==> src/scg_defs.svh <==
`ifndef SCG_DEFS_SVH
`define SCG_DEFS_SVH

// system control window and register offsets
`define SCG_SYSCTL_BASE     32'h400f_e000
`define SCG_RUN_CFG_OFS     12'h060
`define SCG_RUN_GATE_OFS    12'h104
`define SCG_SLEEP_GATE_OFS  12'h114
`define SCG_DEEP_GATE_OFS   12'h124
`define SCG_INT_STAT_OFS    12'h200
`define SCG_INT_MASK_OFS    12'h204

// run-mode clock configuration: automatic gating select
`define SCG_AUTO_GATE_BIT   27

// gate register fields
`define SCG_BIT_ASYNC0      0
`define SCG_BIT_ASYNC1      1
`define SCG_BIT_ASYNC2      2
`define SCG_BIT_SYNC0       4
`define SCG_BIT_SYNC1       5
`define SCG_BIT_QUAD        8
`define SCG_BIT_TWI         12
`define SCG_BIT_GPT0        16
`define SCG_BIT_GPT3        19
`define SCG_BIT_CMP0        24
`define SCG_BIT_CMP2        26
`define SCG_GATE_WR_MASK    32'h070f_1137
`define SCG_GATE_RESET      32'h0000_0000

// interrupt events
`define SCG_EV_FAULT        0
`define SCG_EV_MODE         1
`define SCG_EV_MASK         2'h3

// bus responses
`define SCG_RESP_OKAY       2'h0
`define SCG_RESP_SLVERR     2'h2

`endif

==> src/scg_pkg.sv <==
package scg_pkg;

	typedef enum logic [1:0] {
		SCG_MODE_RUN   = 2'b00,
		SCG_MODE_SLEEP = 2'b01,
		SCG_MODE_DEEP  = 2'b10
	} scg_mode_e;

	typedef struct packed {
		logic clk;
		logic en;
	} scg_gate_s;

	typedef struct packed {
		logic [31:0] run_gate;
		logic [31:0] sleep_gate;
		logic [31:0] deep_gate;
		logic        auto_gate;
		scg_mode_e   mode;
		logic [31:0] sel;
		logic [1:0]  irq_stat;
		logic [1:0]  irq_mask;
		logic        irq;
		logic        fault;
		logic        aw_got;
		logic        w_got;
		logic [31:0] aw_addr;
		logic [31:0] w_data;
		logic [3:0]  w_strb;
		logic        awready;
		logic        wready;
		logic        bvalid;
		logic [1:0]  bresp;
		logic        arready;
		logic        rvalid;
		logic [31:0] rdata;
		logic [1:0]  rresp;
	} scg_state_s;

endpackage

==> src/scg_sleep_gate.sv <==
// Overview of operation
// - each unit has its own enable bit
// - bit one clocks unit, zero stops it
// - access to gated unit gives bus fault
// - gate register resets to all zero
// - run, sleep, deep registers apply per mode
// - sleep register used only with auto gating
// - bits 26..24 gate comparators 2..0
// - bits 19..16 gate timers 3..0
// - bit 12 gates the two-wire unit
// - bit 8 gates the quadrature decoder
// - bits 5, 4 gate sync serial 1, 0
// - bits 2..0 gate async serial 2..0
// - reserved bits read zero; software preserves them
// - gate register decoded at base plus 0x114
//
// Implementation choice: the AXI4-Lite interface to the registers.
`include "scg_defs.svh"

module scg_sleep_gate
	import scg_pkg::*;
#(
	parameter int UNITS = 32
)
(
	input  wire logic              aclk,
	input  wire logic              aresetn,
	input  wire logic [31:0]       s_axi_awaddr,
	input  wire logic [2:0]        s_axi_awprot,
	input  wire logic              s_axi_awvalid,
	output logic                   s_axi_awready,
	input  wire logic [31:0]       s_axi_wdata,
	input  wire logic [3:0]        s_axi_wstrb,
	input  wire logic              s_axi_wvalid,
	output logic                   s_axi_wready,
	output logic [1:0]             s_axi_bresp,
	output logic                   s_axi_bvalid,
	input  wire logic              s_axi_bready,
	input  wire logic [31:0]       s_axi_araddr,
	input  wire logic [2:0]        s_axi_arprot,
	input  wire logic              s_axi_arvalid,
	output logic                   s_axi_arready,
	output logic [31:0]            s_axi_rdata,
	output logic [1:0]             s_axi_rresp,
	output logic                   s_axi_rvalid,
	input  wire logic              s_axi_rready,
	input  wire logic              sleep_mode,
	input  wire logic              deep_sleep_mode,
	input  wire logic              periph_access_valid,
	input  wire logic [4:0]        periph_access_unit,
	output logic [UNITS-1:0]       unit_clk,
	output logic [UNITS-1:0]       unit_clk_en,
	output logic                   periph_bus_fault,
	output logic                   irq
);

	scg_state_s  s;
	scg_state_s  n;
	logic        aw_hs;
	logic        w_hs;
	logic        ar_hs;
	logic [32:0] rd_word;
	logic [1:0]  ev;

	function automatic logic hit(input logic [31:0] a, input logic [11:0] ofs);
		hit = (a == (`SCG_SYSCTL_BASE + {20'h0, ofs}));
	endfunction

	function automatic logic [31:0] merge(
		input logic [31:0] old,
		input logic [31:0] data,
		input logic [3:0]  strb
	);
		logic [31:0] r;
		r = old;
		for (int i = 0; i < 4; i++) begin
			if (strb[i]) begin
				r[i*8 +: 8] = data[i*8 +: 8];
			end
		end
		merge = r;
	endfunction

	// writable gate bits only; reserved positions stay zero whatever is written
	function automatic logic [31:0] gate_bits(input logic [31:0] v);
		gate_bits = v & `SCG_GATE_WR_MASK;
	endfunction

	function automatic logic [31:0] select_gate(
		input scg_mode_e   m,
		input logic        auto_gate,
		input logic [31:0] run_g,
		input logic [31:0] sleep_g,
		input logic [31:0] deep_g
	);
		// without auto gating the run register governs every mode
		if (!auto_gate) begin
			select_gate = run_g;
		end else begin
			case (m)
				SCG_MODE_SLEEP: select_gate = sleep_g;
				SCG_MODE_DEEP:  select_gate = deep_g;
				default:        select_gate = run_g;
			endcase
		end
	endfunction

	assign aw_hs = s_axi_awvalid && s.awready;
	assign w_hs  = s_axi_wvalid && s.wready;
	assign ar_hs = s_axi_arvalid && s.arready;

	always_comb begin
		rd_word = {1'b1, 32'h0000_0000};
		if (hit(s_axi_araddr, `SCG_RUN_CFG_OFS)) begin
			rd_word[`SCG_AUTO_GATE_BIT] = s.auto_gate;
		end else if (hit(s_axi_araddr, `SCG_RUN_GATE_OFS)) begin
			rd_word[31:0] = s.run_gate;
		end else if (hit(s_axi_araddr, `SCG_SLEEP_GATE_OFS)) begin
			rd_word[31:0] = s.sleep_gate;
		end else if (hit(s_axi_araddr, `SCG_DEEP_GATE_OFS)) begin
			rd_word[31:0] = s.deep_gate;
		end else if (hit(s_axi_araddr, `SCG_INT_STAT_OFS)) begin
			rd_word[1:0] = s.irq_stat;
		end else if (hit(s_axi_araddr, `SCG_INT_MASK_OFS)) begin
			rd_word[1:0] = s.irq_mask;
		end else begin
			rd_word[32] = 1'b0;
		end
	end

	always_comb begin
		n = s;
		ev = 2'h0;

		// write channel: address and data may arrive in either order
		if (s.bvalid && s_axi_bready) begin
			n.bvalid = 1'b0;
		end
		if (aw_hs) begin
			n.aw_got  = 1'b1;
			n.aw_addr = s_axi_awaddr;
		end
		if (w_hs) begin
			n.w_got  = 1'b1;
			n.w_data = s_axi_wdata;
			n.w_strb = s_axi_wstrb;
		end
		if (n.aw_got && n.w_got && !s.bvalid) begin
			n.aw_got = 1'b0;
			n.w_got  = 1'b0;
			n.bvalid = 1'b1;
			n.bresp  = `SCG_RESP_OKAY;
			if (hit(n.aw_addr, `SCG_RUN_CFG_OFS)) begin
				if (n.w_strb[`SCG_AUTO_GATE_BIT / 8]) begin
					n.auto_gate = n.w_data[`SCG_AUTO_GATE_BIT];
				end
			end else if (hit(n.aw_addr, `SCG_RUN_GATE_OFS)) begin
				n.run_gate = gate_bits(merge(s.run_gate, n.w_data, n.w_strb));
			end else if (hit(n.aw_addr, `SCG_SLEEP_GATE_OFS)) begin
				// stored only; takes effect through select_gate when in sleep with auto gating
				n.sleep_gate = gate_bits(merge(s.sleep_gate, n.w_data, n.w_strb));
			end else if (hit(n.aw_addr, `SCG_DEEP_GATE_OFS)) begin
				n.deep_gate = gate_bits(merge(s.deep_gate, n.w_data, n.w_strb));
			end else if (hit(n.aw_addr, `SCG_INT_STAT_OFS)) begin
				if (n.w_strb[0]) begin
					n.irq_stat = s.irq_stat & ~n.w_data[1:0];
				end
			end else if (hit(n.aw_addr, `SCG_INT_MASK_OFS)) begin
				if (n.w_strb[0]) begin
					n.irq_mask = n.w_data[1:0] & `SCG_EV_MASK;
				end
			end else begin
				n.bresp = `SCG_RESP_SLVERR;
			end
		end
		n.awready = !n.aw_got && !n.bvalid;
		n.wready  = !n.w_got && !n.bvalid;

		// read channel: one outstanding read, answered on the next edge
		if (s.rvalid && s_axi_rready) begin
			n.rvalid = 1'b0;
		end
		if (ar_hs) begin
			n.rvalid = 1'b1;
			n.rdata  = rd_word[31:0];
			n.rresp  = rd_word[32] ? `SCG_RESP_OKAY : `SCG_RESP_SLVERR;
		end
		n.arready = !n.rvalid;

		// deep sleep outranks sleep when both are requested
		if (deep_sleep_mode) begin
			n.mode = SCG_MODE_DEEP;
		end else if (sleep_mode) begin
			n.mode = SCG_MODE_SLEEP;
		end else begin
			n.mode = SCG_MODE_RUN;
		end
		n.sel = select_gate(s.mode, s.auto_gate, s.run_gate, s.sleep_gate, s.deep_gate);

		// fault follows the enable the unit really has, not the register
		ev[`SCG_EV_FAULT] = periph_access_valid && !unit_clk_en[periph_access_unit];
		ev[`SCG_EV_MODE]  = (n.mode != s.mode);
		n.fault = ev[`SCG_EV_FAULT];

		// an event in the cycle of its clear survives the clear
		n.irq_stat = n.irq_stat | ev;
		n.irq      = |(n.irq_stat & n.irq_mask);
	end

	always_ff @(posedge aclk) begin
		if (!aresetn) begin
			s <= '0;
		end else begin
			s <= n;
		end
	end

	for (genvar k = 0; k < UNITS; k++) begin : g_unit
		scg_unit_gate u_gate (
			.aclk        (aclk),
			.aresetn     (aresetn),
			.en_req      (s.sel[k]),
			.unit_clk    (unit_clk[k]),
			.unit_clk_en (unit_clk_en[k])
		);
	end

	assign s_axi_awready    = s.awready;
	assign s_axi_wready     = s.wready;
	assign s_axi_bvalid     = s.bvalid;
	assign s_axi_bresp      = s.bresp;
	assign s_axi_arready    = s.arready;
	assign s_axi_rvalid     = s.rvalid;
	assign s_axi_rdata      = s.rdata;
	assign s_axi_rresp      = s.rresp;
	assign periph_bus_fault = s.fault;
	assign irq              = s.irq;
endmodule

==> src/scg_unit_gate.sv <==
module scg_unit_gate
	import scg_pkg::*;
(
	input  wire logic aclk,
	input  wire logic aresetn,
	input  wire logic en_req,
	output logic      unit_clk,
	output logic      unit_clk_en
);

	scg_gate_s s;
	scg_gate_s n;

	// the unit clock is aclk/2 from a flop; the enable moves only in its low phase
	always_comb begin
		n = s;
		if (!s.clk) begin
			n.en = en_req;
		end
		n.clk = s.clk ? 1'b0 : n.en;
	end

	always_ff @(posedge aclk) begin
		if (!aresetn) begin
			s <= '0;
		end else begin
			s <= n;
		end
	end

	assign unit_clk    = s.clk;
	assign unit_clk_en = s.en;
endmodule

==> config.mk <==
export PLATFORM = sky130hd
export DESIGN_NAME = scg_sleep_gate
export DESIGN_NICKNAME = d
export VERILOG_FILES = /design/src/scg_pkg.sv /design/src/scg_sleep_gate.sv /design/src/scg_unit_gate.sv
export VERILOG_INCLUDE_DIRS = /design/src
export SDC_FILE = /design/constraint.sdc
export NUM_CORES = 1
export LEC_CHECK = 0
export BUFFER_PORTS_ARGS = -buffer_cell sky130_fd_sc_hd__clkbuf_2
export CAP_MARGIN = 10
export CORE_ASPECT_RATIO = 0.75
export CORE_MARGIN = 2
export CORE_UTILIZATION = 49
export DETAILED_ROUTE_END_ITERATION = 8
export PLACE_DENSITY = 0.76
export REMOVE_ABC_BUFFERS = 1
export SLEW_MARGIN = 40
export SYNTH_ARGS = -nofsm -noshare
export SYNTH_HDL_FRONTEND = slang
export SYNTH_SLANG_ARGS = --single-unit
==> constraint.sdc <==
create_clock -name aclk -period 2.6 [get_ports aclk]
set_clock_uncertainty 0.1 [all_clocks]
set_input_delay 0.39 -clock aclk [delete_from_list [all_inputs] [get_ports aclk]]
set_output_delay 0.39 -clock aclk [all_outputs]
set_load 0.005 [all_outputs]
==> results.txt <==
The run finished with clean final reports. The later pin in the worst-skew pair is clocked with a latency of 0.49 ns. The first detailed-routing pass ran for 5 iterations. The analysis attributes to cell leakage a power of 0.00441 µW. The startpoint identified for the worst hold timing path is deep_sleep_mode. The number of violations reported at the end of detailed-routing iteration 0 was 498; the post-synthesis instance area was 9040 µm². The number of max-capacitance violations reported was 0; the clock transition at the registers of the reported paths was 0.06 ns. Final hold analysis gives a worst-case slack of 0.0250 ns. The area growth from synthesis to layout is 15.6%.

Routability-driven placement finished with a final weighted congestion of 0.862. The cell area after placement is 9810 µm². The number of CTS-inserted buffers is 20, and the starting density of the core is 50.6%. Of the available clock period, the critical path in the final layout requires 92.2%. The synthesized-area fraction occupied by ao, oa, aoi and oai cells came out at 10.5%. In the final layout, the share of cells above drive strength 1 is 27.2%.

The tools report the number of warning messages in the yosys log as 0. The run gives 0 as the total count of max-transition violations in the final report. Sequential area share after synthesis: 45.2%. Flip-flop cell with the highest count after synthesis: sky130_fd_sc_hd__dfxtp_1. Die area: 19600 µm². The combinational family with the most area after synthesis was simple AND/OR/NAND/NOR gates.

The worst setup timing slack at the placement stage is 0.00751 ns. The final critical-path setup slack came out at 0.204 ns. In this run the worst path has a maximum fanout of 31. The area of the core is 17900 µm², and the total detailed-routing wirelength is 22500 µm.

For this run, the slowest stage of the critical path takes 0.41 ns. The fmax was 417 MHz. The category of cells accounting for the largest share of critical-path delay was simple AND/OR/NAND/NOR gates. The synthesized design contains 204 register bits. The number of buffers inserted by port buffering was 185.

The vias after detailed routing is 7298, and the number of rows in the core area is 42. The average cell area after synthesis is 9.27 µm², and the number of buffers inserted for hold repair after clock tree synthesis is 0. STA classifies the critical path startpoint as a flop.

The leftover overflow at the end of global routing is 0. Number of instances in the synthesized netlist: 975. The repair_antennas step left the layout with diodes totalling 0. For the worst setup path, the data arrival time is 2.70 ns. For the number of H-tree branching levels, the log shows 1. For the pin with the worst max-slew slack, the measured transition is 0.695 ns. The clock passes through at most 3 buffers. Setup repair after global routing left no endpoint under its margin. STA classifies the critical path endpoint as a flop. The synthesized design contains 0 enable-type register cells. Setup violations remaining at the end of the flow were counted as 0. The ratio of routed vias to standard cells came out at 5.33. The net count of the finished layout is 1239.

The worst endpoint required time is 2.91 ns, and the final standard cell area without fillers is 10400 µm². The tightest min-delay check is of the in2reg type. The run gives 0 as the final number of hold-violating endpoints.

The fraction of the mapped netlist area in simple logic gates is 20.7%, and the count of clock tree sinks is 204. Global routing used 22.6% of the available tracks across all layers. The boundary pin count is 228.

After detailed routing, the number of remaining DRC violations is 0. The tools report the number of antenna violations at the first check in global routing as 0. The logs give 35700 µm for the first-pass GRT wire length and 41 for the largest net degree at the start of global routing. The arithmetic-cell share of the synthesized area counting full adders, half adders and majority gates was 0.277%; the xor/xnor cell area share of the yosys netlist was 0%.

The sum of buffers and inverters on the critical path came out at 2. Overall die width: 161 µm. IR analysis of the VDD net gives a maximum drop of 0.000400 V. Wire length per cell: 16.4 µm. The run gives 6844 as the number of global-route vias before repair. The mux contribution to synthesized area is 12.0%, and the height of the die is 122 µm. The estimated wirelength of the detail-placed design was 16400 µm; the final period demand of the worst path was 2.40 ns. The count of cell types in the netlist is 62.

The critical path is of the reg2reg type. The tools report the CTS root buffer as sky130_fd_sc_hd__clkbuf_16. Walking the worst path, the cells encountered are and2_1, buf_12, nand2_1, o22ai_1, nand4_1, buf_4, nor2_2, mux2i_1. The worst register-to-register path begins at s_axi_awready.

The layout has 1607 filler cells. For this design, the slowest cell found on the critical path is sky130_fd_sc_hd__o22ai_1. The count of nets left with antenna violations once routing finished came out at 0. For this design the ratio of total power to cell area is 622 nW/µm².

The async set-or-reset flop fraction in the synthesized netlist was 0%. Measured against its own limit, the worst slew margin works out to 53.7%. Tracing the worst setup path back leads to its startpoint at s_axi_awready. TritonCTS built the clock tree.
[stage by stage]
| stage | util [%] | total power [µW] | setup TNS, ns | std cells |
|---|---|---|---|---|
| 3_3_place_gp | 54.9 | 3830 | 0 | 1335 |
| 5_1_grt | 58.5 | 6740 | 0 | 1369 |
| 3_5_place_dp | 54.9 | 3840 | 0 | 1335 |
| 4_1_cts | 58.3 | 6540 | 0 | 1368 |
| 2_1_floorplan | - | 3550 | -9.15 | 866 |
| 6_report | 58.5 | 6500 | 0 | 1369 |
[report_power, final]
group	internal [µW]	leakage [µW]	total (µW)	switching, µW
Clock	1560	0.000294	2710	1150
Sequential	3200	0.00166	3240	42.8
Combinational	219	0.00246	541	321
[placed cells by master (no fill, tap or decap), drive strengths merged, types with 4 or more instances in the layout]
cell	count
a211oi	24
a21oi	58
a22oi	16
and3	19
and4b	6
buf	43
clkbuf	217
conb	37
dfxtp	204
inv	21
mux2	23
mux2i	69
mux4	6
nand2	141
nand2b	4
nand3	16
nand4	12
nor2	74
nor2b	7
nor3	19
nor3b	16
nor4	12
nor4b	9
nor4bb	5
o211ai	4
o21ai	23
o22ai	4
or3	4
[final cells by class]
type	count	area [µm²]	area share, %
clock buffer	32	597	5.71
clock inverter	1	5.00	0.0479
inverter	21	78.8	0.754
multi-input combinational	641	4090	39.2
sequential	204	4090	39.1
tap	242	303	2.90
timing repair buffer	228	1290	12.3
[per-layer routing]
| metal | wire (µm) | track usage [%] | part of all wire [%] | vias to the layer above |
|---|---|---|---|---|
| met5 | 0 | 0 | 0 | - |
| met4 | 339 | 5.13 | 1.5 | 0 |
| met3 | 1480 | 3.85 | 6.6 | 31 |
| met2 | 10100 | 35.9 | 45 | 270 |
| met1 | 10600 | 32.4 | 47 | 3419 |
| li1 | - | - | - | 3578 |
[synth_stat cells, types with 5 or more instances]
master / n / share of area [%]
sky130_fd_sc_hd__nand4_1: 12 / 0.83
sky130_fd_sc_hd__nor4bb_1: 5 / 0.55
sky130_fd_sc_hd__and3_1: 19 / 1.3
sky130_fd_sc_hd__inv_1: 20 / 0.83
sky130_fd_sc_hd__nor4b_1: 9 / 0.87
sky130_fd_sc_hd__buf_4: 102 / 8.5
sky130_fd_sc_hd__nor3b_1: 16 / 1.3
sky130_fd_sc_hd__mux2i_1: 68 / 7.5
sky130_fd_sc_hd__mux4_2: 6 / 1.5
sky130_fd_sc_hd__a21oi_1: 57 / 3.2
sky130_fd_sc_hd__dfxtp_1: 204 / 45
sky130_fd_sc_hd__o21ai_0: 17 / 0.94
sky130_fd_sc_hd__o21ai_1: 6 / 0.33
sky130_fd_sc_hd__a211oi_1: 24 / 2.0
sky130_fd_sc_hd__nor3_1: 10 / 0.55
sky130_fd_sc_hd__nor2_1: 70 / 2.9
sky130_fd_sc_hd__nand2_1: 141 / 5.9
sky130_fd_sc_hd__a22oi_1: 16 / 1.3
sky130_fd_sc_hd__nor3_2: 5 / 0.55
sky130_fd_sc_hd__nand3_1: 16 / 0.89
sky130_fd_sc_hd__and4b_1: 6 / 0.66
sky130_fd_sc_hd__mux2_2: 22 / 2.7
sky130_fd_sc_hd__clkbuf_1: 35 / 1.5
sky130_fd_sc_hd__nor4_1: 9 / 0.62
sky130_fd_sc_hd__nor2b_1: 7 / 0.48
[worst paths after layout]
check / cells after the start / slack [ns] / endpoint
setup / recovery: 8 / 0.20 / s[169]
hold / removal: 2 / 0.03 / s[149]
setup reg to reg: 8 / 0.20 / s[169]
hold reg to reg: 1 / 0.33 / s_axi_awready
[worst reg2reg max path, cell delays in order, from the launching register on]
cell,delay (ns)
sky130_fd_sc_hd__dfxtp_2,0.40
sky130_fd_sc_hd__and2_1,0.25
sky130_fd_sc_hd__buf_12,0.21
sky130_fd_sc_hd__nand2_1,0.08
sky130_fd_sc_hd__o22ai_1,0.41
sky130_fd_sc_hd__nand4_1,0.17
sky130_fd_sc_hd__buf_4,0.19
sky130_fd_sc_hd__nor2_2,0.25
sky130_fd_sc_hd__mux2i_1,0.25
[cells by family after synthesis]
logic type      Yosys count
fa+ha+maj                 2
compound gates          147
mux                      98
buf+inv                 166
other cells               1
simple gates            357
flops                   204
[repair_timing]
action,in CTS,in global routing
hold endpoints to repair,0,0
gates resized for setup,0,4
buffers inserted,0,1
endpoints found under the setup margin,0,32
[sequential cells by signal (all words and copies together) (netlist names)]
name and flops:
g_unit.u_gate.unit_clk 32, g_unit.u_gate.unit_clk_en 32, irq 1, periph_bus_fault 1, s 116, s_axi_arready 1, s_axi_awready 1, s_axi_bresp 1
s_axi_bvalid 1, s_axi_rdata 15, s_axi_rresp 1, s_axi_rvalid 1, s_axi_wready 1
No activity file was read; power rests on OpenSTA's default activity.
